$ cat src/hdl/pcdv_defs.svh
/*
 * Constants of the pin control decoder: timing, codes, volume limits,
 * register offsets and field positions.
 * Assumes a 40 ns system clock and one inclusion per compile unit.
 */
`ifndef PCDV_DEFS_SVH
`define PCDV_DEFS_SVH

// Clock period and derived cycle counts
`define PCDV_CLK_NS          40
`define PCDV_SAMPLE_NS       125000
`define PCDV_SAMPLE_CYC      (`PCDV_SAMPLE_NS / `PCDV_CLK_NS)
`define PCDV_MUTE_DLY_NS     1000000
`define PCDV_MUTE_DLY_CYC    ((`PCDV_MUTE_DLY_NS + `PCDV_CLK_NS - 1) / `PCDV_CLK_NS)
`define PCDV_ERR_NS          125000
`define PCDV_ERR_CYC         (`PCDV_ERR_NS / `PCDV_CLK_NS)
`define PCDV_DEB_SAMPLES     2'h3

// Command codes on the three command pins
`define PCDV_CMD_HD_EN       3'h0
`define PCDV_CMD_CLR         3'h1
`define PCDV_CMD_HD_DIS_A    3'h3
`define PCDV_CMD_VOL_DN      3'h5
`define PCDV_CMD_VOL_UP      3'h6
`define PCDV_CMD_HD_DIS_B    3'h7

// Volume increment counter
`define PCDV_VOL_RESET       6'h04
`define PCDV_VOL_MIN         6'h00
`define PCDV_VOL_MAX         6'h29
`define PCDV_VOL_MAX_AGC_DISABLE_BIT    6'h1F
`define PCDV_VOL_KNEE        6'h0A
`define PCDV_AGC_STEP_DB     8'h03
`define PCDV_DAC_STEP_HDB    8'h05
`define PCDV_AGC_DISABLE_BIT_STEPS      6'h04

// Register offsets (byte addresses)
`define PCDV_REG_CTRL        8'h00
`define PCDV_REG_STATUS      8'h04
`define PCDV_REG_VOLUME      8'h08

// Control register fields
`define PCDV_CTRL_AGC_DISABLE_BIT       0
`define PCDV_CTRL_MODE16     1

// Status register fields
`define PCDV_ST_HD_EN        0
`define PCDV_ST_CLR          1
`define PCDV_ST_MUTE         2
`define PCDV_ST_MIC_GAIN     3
`define PCDV_ST_RANGE_ERR    4
`define PCDV_ST_HD_STATUS    5
`define PCDV_ST_AGC_ACT      6

`endif

$ cat src/hdl/pcdv_pkg.sv
/*
 * Types of the pin control decoder: bus carrier, phases, state record.
 * Assumes the constants header is compiled alongside.
 */
package pcdv_pkg;

    // Register port request
    typedef struct packed {
        logic [7:0]  addr;   // Byte address
        logic [31:0] wdata;  // Write data
        logic        wr;     // Write strobe
        logic        rd;     // Read strobe
    } pcdv_bus_s;

    // Start-up phase of the mute logic
    typedef enum logic [2:0] {
        PH_STRAP = 3'b001,   // Catch pin level
        PH_WAIT  = 3'b010,   // Hold-off before mute acts
        PH_RUN   = 3'b100    // Mute follows pin
    } pcdv_phase_e;

    // Whole state of the decoder
    typedef struct packed {
        pcdv_phase_e phase;     // Start-up phase
        logic        strap;     // Pin level caught at reset
        logic        mic_gain;  // Mic gain stage enable
        logic [14:0] mute_tmr;  // Hold-off counter
        logic [11:0] smp_tmr;   // Sample period counter
        logic [2:0]  last_code; // Last sampled code
        logic [1:0]  same_cnt;  // Identical samples seen
        logic [2:0]  acc_code;  // Last accepted code
        logic        hd_en;     // Half-duplex suppression on
        logic        coef_clr;  // Coefficients held clear
        logic [5:0]  vol;       // Volume increment
        logic [11:0] err_tmr;   // Range error pulse counter
        logic        range_err; // Range error output
        logic        agc_disable_bit;      // AGC disable control
        logic        mode16;    // 16-bit mode control
        logic        mute;      // Transmit muted
        logic [15:0] tx_word;   // Outgoing sample word
        logic        hd_stat;   // Half-duplex status output
        logic        agc_act;   // AGC active
        logic [7:0]  agc_thr;   // Threshold below full scale, dB
        logic [7:0]  dac_att;   // DAC attenuation, half dB
        logic [31:0] rdata;     // Read data
    } pcdv_state_s;

endpackage : pcdv_pkg

$ cat src/hdl/pcdv_top.sv
/*
 * Pin control decoder with volume: debounces the three command pins,
 * drives half-duplex, coefficient clearing and volume, and handles the
 * mute and mic gain pin.
 * Assumes synchronous pins and a register port driven on sys_clk.
 */
// Operation
// Reset pin level low enables mic gain
// After 1 ms, pin change mutes
// Code acts after three stable samples
// One volume step per code entry
// Codes 011, 111 disable half-duplex
// Code 000 enables half-duplex; default on
// Code 001 holds coefficients cleared
// Code 110 decrements volume counter
// Code 101 increments volume counter
// Codes 010, 100 are ignored
// Volume counter spans 0 to 41
// AGC threshold three dB per step
// AGC limits then scales to full
// AGC inactive at increment ten
// Volume counter resets to four
// DAC attenuates 2.5 dB per increment
// AGC disable adds 10 dB attenuation
// Range error pulses 125 us, no change
// Mute sends zeros, receive full on
// Status high while half-duplex converging
// Clear code acts without debounce
// Sample once per period, single events
`timescale 1ns/10ps
`include "pcdv_defs.svh"

module pcdv_top #(
    parameter int MUTE_DLY_CYC = `PCDV_MUTE_DLY_CYC  // Mute hold-off cycles
) (
    input  wire logic              sys_clk,            // System clock
    input  wire logic              sys_rst,            // Sync reset, high
    input  wire pcdv_pkg::pcdv_bus_s bus,              // Register request
    output logic [31:0]            rdata,              // Read data
    input  wire logic              cmd_bit0,           // Command pin 0
    input  wire logic              cmd_bit1,           // Command pin 1
    input  wire logic              cmd_bit2,           // Command pin 2
    input  wire logic              mute_gain_pin,      // Mute and gain pin
    input  wire logic              ec_converged,       // Canceller trained
    input  wire logic [15:0]       mic_sample,         // Transmit sample
    input  wire logic              mic_valid,          // Sample strobe
    output logic [15:0]            serial_data_out,    // Outgoing word
    output logic                   mic_gain_en,        // Mic gain stage on
    output logic                   tx_mute,            // Transmit muted
    output logic                   rx_full_on,         // Receive full on
    output logic                   coef_clear,         // Hold coefs clear
    output logic                   hd_suppress_en,     // Half-duplex on
    output logic                   half_duplex_status, // In half-duplex
    output logic                   volume_range_error, // Range error pulse
    output logic [5:0]             vol_increment,      // Volume counter
    output logic                   agc_active,         // AGC in use
    output logic [7:0]             agc_thresh_db,      // Threshold, dB down
    output logic [7:0]             dac_atten_hdb       // Attenuation, 0.5 dB
);

    // Values after reset
    localparam pcdv_pkg::pcdv_state_s RST_STATE = '{
        phase:     pcdv_pkg::PH_STRAP,
        strap:     1'b0,
        mic_gain:  1'b1,
        mute_tmr:  15'h0000,
        smp_tmr:   12'h000,
        last_code: `PCDV_CMD_HD_EN,
        same_cnt:  2'h0,
        acc_code:  `PCDV_CMD_HD_EN,
        hd_en:     1'b1,
        coef_clr:  1'b0,
        vol:       `PCDV_VOL_RESET,
        err_tmr:   12'h000,
        range_err: 1'b0,
        agc_disable_bit:      1'b0,
        mode16:    1'b0,
        mute:      1'b0,
        tx_word:   16'h0000,
        hd_stat:   1'b0,
        agc_act:   1'b0,
        agc_thr:   8'h00,
        dac_att:   8'h00,
        rdata:     32'h0000_0000
    };

    pcdv_pkg::pcdv_state_s q;     // Registered state
    pcdv_pkg::pcdv_state_s d;     // Next state

    logic [2:0] cmd_code;         // Command pins as a code
    logic       tick;             // One cycle per sample period
    logic       agc_disable_bit_eff;         // AGC disable in 16-bit mode
    logic [5:0] vol_max;          // Quietest allowed increment
    logic [5:0] att_steps;        // DAC attenuation steps
    logic       go_louder;        // Accepted louder request
    logic       go_quieter;       // Accepted quieter request
    logic       range_hit;        // Request beyond the range
    logic [1:0] cnt_next;         // Next identical-sample count

    assign cmd_code = {cmd_bit2, cmd_bit1, cmd_bit0};
    assign tick     = (q.smp_tmr == 12'h000);
    assign agc_disable_bit_eff = q.agc_disable_bit & q.mode16;
    assign vol_max  = agc_disable_bit_eff ? `PCDV_VOL_MAX_AGC_DISABLE_BIT : `PCDV_VOL_MAX;

    // Steps of DAC attenuation from the volume counter
    always_comb begin
        if (agc_disable_bit_eff) begin
            att_steps = q.vol + `PCDV_AGC_DISABLE_BIT_STEPS;
        end else if (q.vol >= `PCDV_VOL_KNEE) begin
            att_steps = q.vol - `PCDV_VOL_KNEE;
        end else begin
            att_steps = 6'h00;                          // AGC region
        end
    end

    // Next identical-sample count, saturating at the debounce length
    always_comb begin
        if (cmd_code != q.last_code) begin
            cnt_next = 2'h1;                            // New code seen
        end else if (q.same_cnt == `PCDV_DEB_SAMPLES) begin
            cnt_next = `PCDV_DEB_SAMPLES;               // Stay stable
        end else begin
            cnt_next = q.same_cnt + 2'h1;
        end
    end

    // Volume events from a freshly accepted code
    always_comb begin
        go_louder  = 1'b0;
        go_quieter = 1'b0;
        if (tick && cnt_next == `PCDV_DEB_SAMPLES
            && cmd_code != q.acc_code) begin
            go_louder  = (cmd_code == `PCDV_CMD_VOL_UP);
            go_quieter = (cmd_code == `PCDV_CMD_VOL_DN);
        end
        range_hit = (go_louder && q.vol == `PCDV_VOL_MIN)
                  || (go_quieter && q.vol >= vol_max);
    end

    // Next state
    always_comb begin
        d       = q;
        d.rdata = 32'h0000_0000;                    // Data only after a read

        // Mute and mic gain start-up
        case (q.phase)
            pcdv_pkg::PH_STRAP: begin
                d.strap    = mute_gain_pin;
                d.mic_gain = ~mute_gain_pin;
                d.mute_tmr = 15'(MUTE_DLY_CYC - 1);
                d.phase    = pcdv_pkg::PH_WAIT;
            end
            pcdv_pkg::PH_WAIT: begin
                if (q.mute_tmr == 15'h0000) begin
                    d.phase = pcdv_pkg::PH_RUN;
                end else begin
                    d.mute_tmr = q.mute_tmr - 15'h0001;
                end
            end
            pcdv_pkg::PH_RUN: begin
                d.mute = (mute_gain_pin != q.strap);
            end
            default: begin
                d.phase = pcdv_pkg::PH_STRAP;       // Recover bad code
            end
        endcase

        // Sample period timer
        if (tick) begin
            d.smp_tmr = 12'(`PCDV_SAMPLE_CYC - 1);
        end else begin
            d.smp_tmr = q.smp_tmr - 12'h001;
        end

        // Clear code follows the pins directly
        d.coef_clr = (cmd_code == `PCDV_CMD_CLR);   // see R7

        // Debounce once per sample period
        if (tick) begin
            d.last_code = cmd_code;
            d.same_cnt  = cnt_next;
            if (cnt_next == `PCDV_DEB_SAMPLES && cmd_code != q.acc_code) begin
                d.acc_code = cmd_code;
                case (cmd_code)
                    `PCDV_CMD_HD_EN: begin
                        d.hd_en = 1'b1;
                    end
                    `PCDV_CMD_HD_DIS_A, `PCDV_CMD_HD_DIS_B: begin
                        d.hd_en = 1'b0;
                    end
                    default: begin
                        d.hd_en = q.hd_en;
                    end
                endcase
            end
        end

        // Volume counter
        if (!range_hit && go_louder) begin
            d.vol = q.vol - 6'h01;
        end else if (!range_hit && go_quieter) begin
            d.vol = q.vol + 6'h01;
        end

        // Range error pulse
        if (range_hit) begin
            d.err_tmr   = 12'(`PCDV_ERR_CYC - 1);
            d.range_err = 1'b1;
        end else if (q.err_tmr != 12'h000) begin
            d.err_tmr = q.err_tmr - 12'h001;
        end else begin
            d.range_err = 1'b0;
        end

        // Gain stage controls
        d.agc_act = (q.vol < `PCDV_VOL_KNEE) && !agc_disable_bit_eff;
        if (q.vol < `PCDV_VOL_KNEE) begin
            d.agc_thr = 8'((`PCDV_VOL_KNEE - q.vol) * `PCDV_AGC_STEP_DB); // see R12
        end else begin
            d.agc_thr = 8'h00;                      // Threshold at full scale
        end
        d.dac_att = 8'(att_steps * `PCDV_DAC_STEP_HDB);

        // Status of half-duplex during convergence
        d.hd_stat = q.hd_en && (!ec_converged || q.coef_clr);

        // Outgoing samples, zero while muted
        if (mic_valid) begin
            d.tx_word = q.mute ? 16'h0000 : mic_sample;
        end

        // Register writes
        if (bus.wr && bus.addr == `PCDV_REG_CTRL) begin
            d.agc_disable_bit   = bus.wdata[`PCDV_CTRL_AGC_DISABLE_BIT];
            d.mode16 = bus.wdata[`PCDV_CTRL_MODE16];
        end

        // Register reads
        if (bus.rd) begin
            case (bus.addr)
                `PCDV_REG_CTRL: begin
                    d.rdata[`PCDV_CTRL_AGC_DISABLE_BIT]   = q.agc_disable_bit;
                    d.rdata[`PCDV_CTRL_MODE16] = q.mode16;
                end
                `PCDV_REG_STATUS: begin
                    d.rdata[`PCDV_ST_HD_EN]     = q.hd_en;
                    d.rdata[`PCDV_ST_CLR]       = q.coef_clr;
                    d.rdata[`PCDV_ST_MUTE]      = q.mute;
                    d.rdata[`PCDV_ST_MIC_GAIN]  = q.mic_gain;
                    d.rdata[`PCDV_ST_RANGE_ERR] = q.range_err;
                    d.rdata[`PCDV_ST_HD_STATUS] = q.hd_stat;
                    d.rdata[`PCDV_ST_AGC_ACT]   = q.agc_act;
                end
                `PCDV_REG_VOLUME: begin
                    d.rdata[5:0] = q.vol;
                end
                default: begin
                    d.rdata = 32'h0000_0000;        // Unmapped reads zero
                end
            endcase
        end
    end

    // State register
    always_ff @(posedge sys_clk) begin
        if (sys_rst) begin
            q <= RST_STATE;
        end else begin
            q <= d;
        end
    end

    // Outputs straight from the state
    assign rdata              = q.rdata;
    assign serial_data_out    = q.tx_word;
    assign mic_gain_en        = q.mic_gain;
    assign tx_mute            = q.mute;
    assign rx_full_on         = q.mute;
    assign coef_clear         = q.coef_clr;
    assign hd_suppress_en     = q.hd_en;
    assign half_duplex_status = q.hd_stat;
    assign volume_range_error = q.range_err;
    assign vol_increment      = q.vol;
    assign agc_active         = q.agc_act;
    assign agc_thresh_db      = q.agc_thr;
    assign dac_atten_hdb      = q.dac_att;

endmodule : pcdv_top

$ cat config.mk
export PLATFORM = sky130hd
export DESIGN_NAME = pcdv_top
export DESIGN_NICKNAME = d
export VERILOG_FILES = /design/src/hdl/pcdv_pkg.sv /design/src/hdl/pcdv_top.sv
export VERILOG_INCLUDE_DIRS = /design/src /design/src/hdl
export SDC_FILE = /design/constraint.sdc
export NUM_CORES = 1
export LEC_CHECK = 0
export ABC_AREA = 1
export BUFFER_PORTS_ARGS = -buffer_cell sky130_fd_sc_hd__clkbuf_2
export CAP_MARGIN = 5
export CORE_MARGIN = 10
export CORE_UTILIZATION = 59
export DETAILED_ROUTE_END_ITERATION = 6
export HOLD_SLACK_MARGIN = 0.12
export PLACE_DENSITY = 0.87
export SLEW_MARGIN = 0
export SYNTH_ARGS = -nofsm -noshare
export SYNTH_HDL_FRONTEND = slang
export SYNTH_SLANG_ARGS = --single-unit
$ cat constraint.sdc
create_clock -name sys_clk -period 7.4 [get_ports sys_clk]
set_input_delay 0.74 -clock sys_clk [delete_from_list [all_inputs] [get_ports sys_clk]]
set_output_delay 0.74 -clock sys_clk [all_outputs]
set_load 0.03 [all_outputs]
# Word level (Yosys, flattened, before mapping)
# Cells that the tools add are included.
[op_classes]
n_eq_ne = 18
n_mul = 2
n_shift = 0
addsub = 9
mux = 21
div = 0
reduce_logical = 35
bitwise_logic = 6
n_lt_le_gt_ge = 3
[ops]
columns = ["op", "n"]
rows = [
  ["2-to-1 mux 6 bit", 5],
  ["case mux 15 bit (2 select lines)", 1],
  ["2-to-1 mux 12 bit", 2],
  ["subtractor 12 x 1 -> 12 bit (second input constant)", 2],
  ["2-to-1 mux 16 bit", 1],
  ["zero test 15 bit", 1],
  ["2-to-1 mux 15 bit", 1],
  ["subtractor 15 x 1 -> 15 bit (second input constant)", 1],
  ["2-to-1 mux 13 bit", 1],
  ["equality test 3 bit (second input constant)", 4],
  ["zero test 12 bit", 1],
  ["nonzero test 12 bit", 1],
  ["logical AND 1 bit", 10],
  ["OR reduction 2 bit", 5],
  ["case mux 3 bit (3 select lines)", 1],
  ["equality test 8 x 3 -> 1 bit (second input constant)", 1],
  ["equality test 8 x 4 -> 1 bit (second input constant)", 1],
  ["zero test 8 bit", 1],
  ["multiplier 6 x 3 -> 8 bit (second input constant)", 1],
  ["multiplier 8 x 2 -> 8 bit (second input constant)", 1],
  ["case mux 4 bit (2 select lines)", 1],
  ["nonzero test 2 bit", 4],
  ["subtractor 4 x 6 -> 7 bit (first input constant)", 1],
  ["adder 6 x 1 -> 6 bit (second input constant)", 1],
  ["other kinds (27)", 45],
]
[word_totals]
latch_bits = 0
out_inout_bits = 78
word_cells = 120
mem_bits_ro = 0
input_bits = 66
n_memories = 0
reg_bits = 130
ramBits = 0

# Depth between registers and ports, before layout
[depth]
ltp_word = 13
ltp_mapped = 22
mapped_depth_nobuf = 22

# Least setup slack after synthesis
# No wires, ideal clock.
[synth_timing]
path_type = "register to register"
start = "reg q, in the netlist vol_increment[2]"
end = "reg q, in the netlist dac_atten_hdb[7]"
setup_ns = 0.120
n_path_buf = 1
path_slack_ns = 4.340
path_stages_with_launch = 18
arrival_time_ns = 2.940
path_cell_list = "dfxtp_1 -> clkbuf_1 -> inv_1 -> ha_1 -> nand2_1 -> nand3_1 -> a21oi_1 -> inv_1 -> nor2_1 -> nor2_1 -> ha_1 -> ha_1 -> inv_1 -> fa_1 -> o21ai_0 -> a21oi_1 -> o21ai_0 -> a21oi_1"
[synth_between]
elab_chain_cells = 4
[synth_rtl]
columns = ["element", "line", "text"]
rows = [
  ["start, declared", "pcdv_top.sv:87", "pcdv_pkg::pcdv_state_s q;"],
  ["start signal, assigned", "pcdv_top.sv:267", "q <= RST_STATE;"],
  ["start signal, assigned", "pcdv_top.sv:269", "q <= d;"],
  [">= comparator 6 x 4 -> 1 bit (no source line)", "n/a", ""],
  ["2-to-1 mux 6 bit", "pcdv_top.sv:109", "end else if (q.vol >= `PCDV_VOL_KNEE) begin"],
  ["2-to-1 mux 6 bit", "pcdv_top.sv:107", "if (agc_disable_bit_eff) begin"],
  ["net att_steps[1]", "pcdv_top.sv:94", "logic [5:0] att_steps;"],
  ["multiplier 6 x 3 -> 8 bit (no source line)", "n/a", ""],
]
# The timed path passes the listed nets, and every way through them passes these cells.
# A chain may end at the register's enable or synchronous reset.

# Worst setup path after layout
[layout_timing]
start = "reg q, in the netlist vol_increment[2]"
end = "reg q, in the netlist dac_atten_hdb[7]"
[layout_between]
elab_chain_cells = 4
[layout_rtl]
columns = ["element", "line"]
rows = [
  ["subtractor 6 x 4 -> 6 bit (no source line) or >= comparator 6 x 4 -> 1 bit (tied branches)", "n/a"],
  ["2-to-1 mux 6 bit", "pcdv_top.sv:109"],
  ["2-to-1 mux 6 bit (*)", "pcdv_top.sv:107"],
  ["multiplier 6 x 3 -> 8 bit (no source line) (*)", "n/a"],
]
# Every way passes the cells marked *; elsewhere a longest branch is shown, timed or not.

==> results.tsv <==
stage	metric	value	unit
clock_tree	CTS tree	done	
synth	Seq/Total Area, Yosys	34.6	%
die	die extent in x	121	µm
sta	Slew Viols, Final	0	
sta	final setup fails	0	
die	die height	121	µm
sta	Clock Skew	0.0140	ns
route	vias	5199	
final_layout	final net count	968	
final_layout	fin area	0.00637	mm²
critical_path	critical path's largest stage delay	0.65	ns
global_route	GRT Total Usage	17.1	%
final_layout	most frequent cells in the layout	141 x nand2_1, 105 x dfxtp_1, 95 x inv_1	
outcome	outcome	completed	
route	Post-DRT Antenna Nets	0	
final_layout	share of layout cells above drive strength 1	17.4	%
power	Cell Pwr Density	260	mW/mm²
critical_path	Setup crit start kind	flop	
clock_tree	post_cts resized	0	
clock_tree	Max clock buf depth	2	
flow_run	Max-Cap Viols	0	
critical_path	worst path cell trace	inv_1, ha_1, nand2_1, nand3_1, a21oi_1, o21ai_0, o21ai_0, inv_1, ha_1, inv_1, fa_1, o21ai_0, a21oi_1, o21ai_0, a21oi_1	
synth	Synth top area share	34.6	%
hold_path	Hold/Removal Path Class	reg -> reg	
sta	unrepaired setup endpoints after global routing	false	
critical_path	Worst Path Arrival	3.91	ns
synth	area leader, netlist	dfxtp_1	
die	area of the core	0.00991	mm²
sta	fmax	275	MHz
sta	Worst Tran Pin Value	0.985	ns
placement	Cell Area, Placed	0.00618	mm²
final_layout	P&R area growth vs syn	4.95	%
synth	Synth Cell Area	0.00607	mm²
hold_path	Min-Delay Path Depth	1	
global_route	initial antenna violation count	0	
route	via density per instance	5.17	
route	drt total wl	13000	µm
clock_tree	post-CTS setup buffer count	0	
global_route	largest net degree at the start of global routing	39	
global_route	vias in the first global route	4745	
critical_path	Critical Path Sink Type	flop	
synth	ranking of synthesized cells by area	dfxtp_1 35%, buf_4 8.9%, nand2_1 8.7%	
clock_tree	htree depth	3	
placement	gpl congestion	0.876	
synth	Unique masters post-synth	44	
final_layout	Sequential Area	0.00210	mm²
clock_tree	Root Buffer	clkbuf_8	
die	Die ar.	0.0147	mm²
route	Pre-antenna DRT Iters	5	
synth	flops & latches, synth	105	
die	Starting Density	61.3	%
sta	min Tclk post-route	3.63	ns
synth	YS warnings	0	
sta	relative slew slack	33.7	%
route	Initial DRC Count	440	
critical_path	most used cell, CP	o21ai_0	
synth	Mapped Cells	831	
die	num rows	36	
critical_path	critical path's slowest cell	dfxtp_1	
global_route	first-pass GRT wire length	21400	µm
critical_path	crit path max fanout	11	
synth	syn avg cell area	7.31	µm²
die	io pins	144	
global_route	grt ovf	0	
clock_tree	Clk pin slew, worst setup/hold paths	0.11	ns
placement	HPWL after detailed placement	9730	µm
critical_path	R2R cell count	15	
final_layout	leading cell type in the layout, fill and taps excluded	nand2_1	
sta	setup_tns	0	ns
final_layout	final-layout fill cell count	855	
final_layout	area of the multi-input gates	0.00303	mm²
power	Pleak	3.15	nW
sta	Fin. Hold Viols	0	
sta	final period utilization	49.1	%
placement	port buffer count	88	
power	VDD IR max	0.199	mV
clock_tree	clock buffer count from CTS	9	
route	routed len/inst	12.9	µm
final_layout	ant diodes	0	
critical_path	CP Class	reg -> reg	
route	drt drc	0	
clock_tree	cts hold-fix bufs	0	
clock_tree	clk sinks	105	
clock_tree	Clock Latency Late Sink	0.39	ns
critical_path	WP data required	7.68	ns
==> kinds of logic (layout without fill, tap and decap cells) <==
family,count (synthesis),in the layout,synth area share (%)
AND/OR/NAND/NOR,332,332,26.0
XOR/XNOR,19,19,2.74
adder cells (fa/ha/maj),34,34,7.25
AO/OA/AOI/OAI,139,139,12.4
other,1,25,0.0618
flip-flops,105,105,34.6
buffers and inverters,201,219,16.9
==> synth_stat cells (all sizes together) <==
cell type / n
nor3: 21
buf: 73
o22ai: 2
a31oi: 8
fa: 2
nand4: 15
nor2: 86
o2111ai: 1
nor4: 4
o211ai: 3
nand2: 147
inv: 112
clkinv: 2
o31ai: 5
conb: 1
ha: 32
clkbuf: 14
nand3: 49
a22oi: 1
dfxtp: 105
o41ai: 1
xor2: 12
o311ai: 2
nand3b: 3
o221ai: 2
o21ai: 46
xnor2: 7
or2: 7
a21oi: 68
==> sequential cells by signal, summed over array words and instances, names as in the netlist <==
signal / flops
hd_suppress_en: 1
dac_atten_hdb: 8
serial_data_out: 16
agc_thresh_db: 8
half_duplex_status: 1
rx_full_on: 1
q: 53
coef_clear: 1
vol_increment: 6
rdata: 7
volume_range_error: 1
mic_gain_en: 1
agc_active: 1
==> area by class of cell <==
class                      instances  share of cell area (%)
multi-input combinational        549                    47.6
sequential                       105                    33.0
timing repair buffer              89                    7.03
inverter                         114                    6.72
tap                              133                    2.61
clock buffer                       9                    1.94
clock inverter                     7                    1.10
==> worst paths after layout <==
path | start | to | slack, ns
setup reg to reg | vol_increment[2] | dac_atten_hdb[7] | 3.77
hold reg to reg | q[98] | q[98] | 0.42
setup / recovery | vol_increment[2] | dac_atten_hdb[7] | 3.77
hold / removal | q[98] | q[98] | 0.42
==> worst max-delay path, delay by kind of cell, from the launching register on <==
kind / cells / cell delay (ns)
fa+ha+maj: 3 / 1.09
buf+inv: 3 / 0.49
flops: 1 / 0.65
simple gates: 2 / 0.21
compound gates: 7 / 1.08
==> routing by layer <==
metal	global-route usage, %	vias up	wire length, µm
met2	28.1	177	5940
met4	6.11	0	168
met1	20.7	2337	5820
met5	0	-	0
li1	-	2669	-
met3	4.98	16	1090
==> metrics by stage <==
stage	hold slack, ns	power, W	cells	utilization (%)	setup slack [ns]
after global routing	0.446	0.00179	1006	64.3	3.55
after global placement	0.400	0.00130	990	62.3	4.00
final	0.420	0.00166	1006	64.3	3.77
after CTS	0.426	0.00166	1006	64.3	3.85
after floorplan	0.393	0.00122	855	-	4.34
after detailed placement	0.412	0.00131	990	62.3	3.87
==> where the power goes <==
group / leakage, nW / total [W] / switching (W) / internal (W)
sequential: 0.860 / 0.000723 / 0.0000712 / 0.000652
combinational: 2.19 / 0.000583 / 0.000376 / 0.000207
clock: 0.101 / 0.000353 / 0.000221 / 0.000132
No activity file was read; power rests on OpenSTA's default activity.
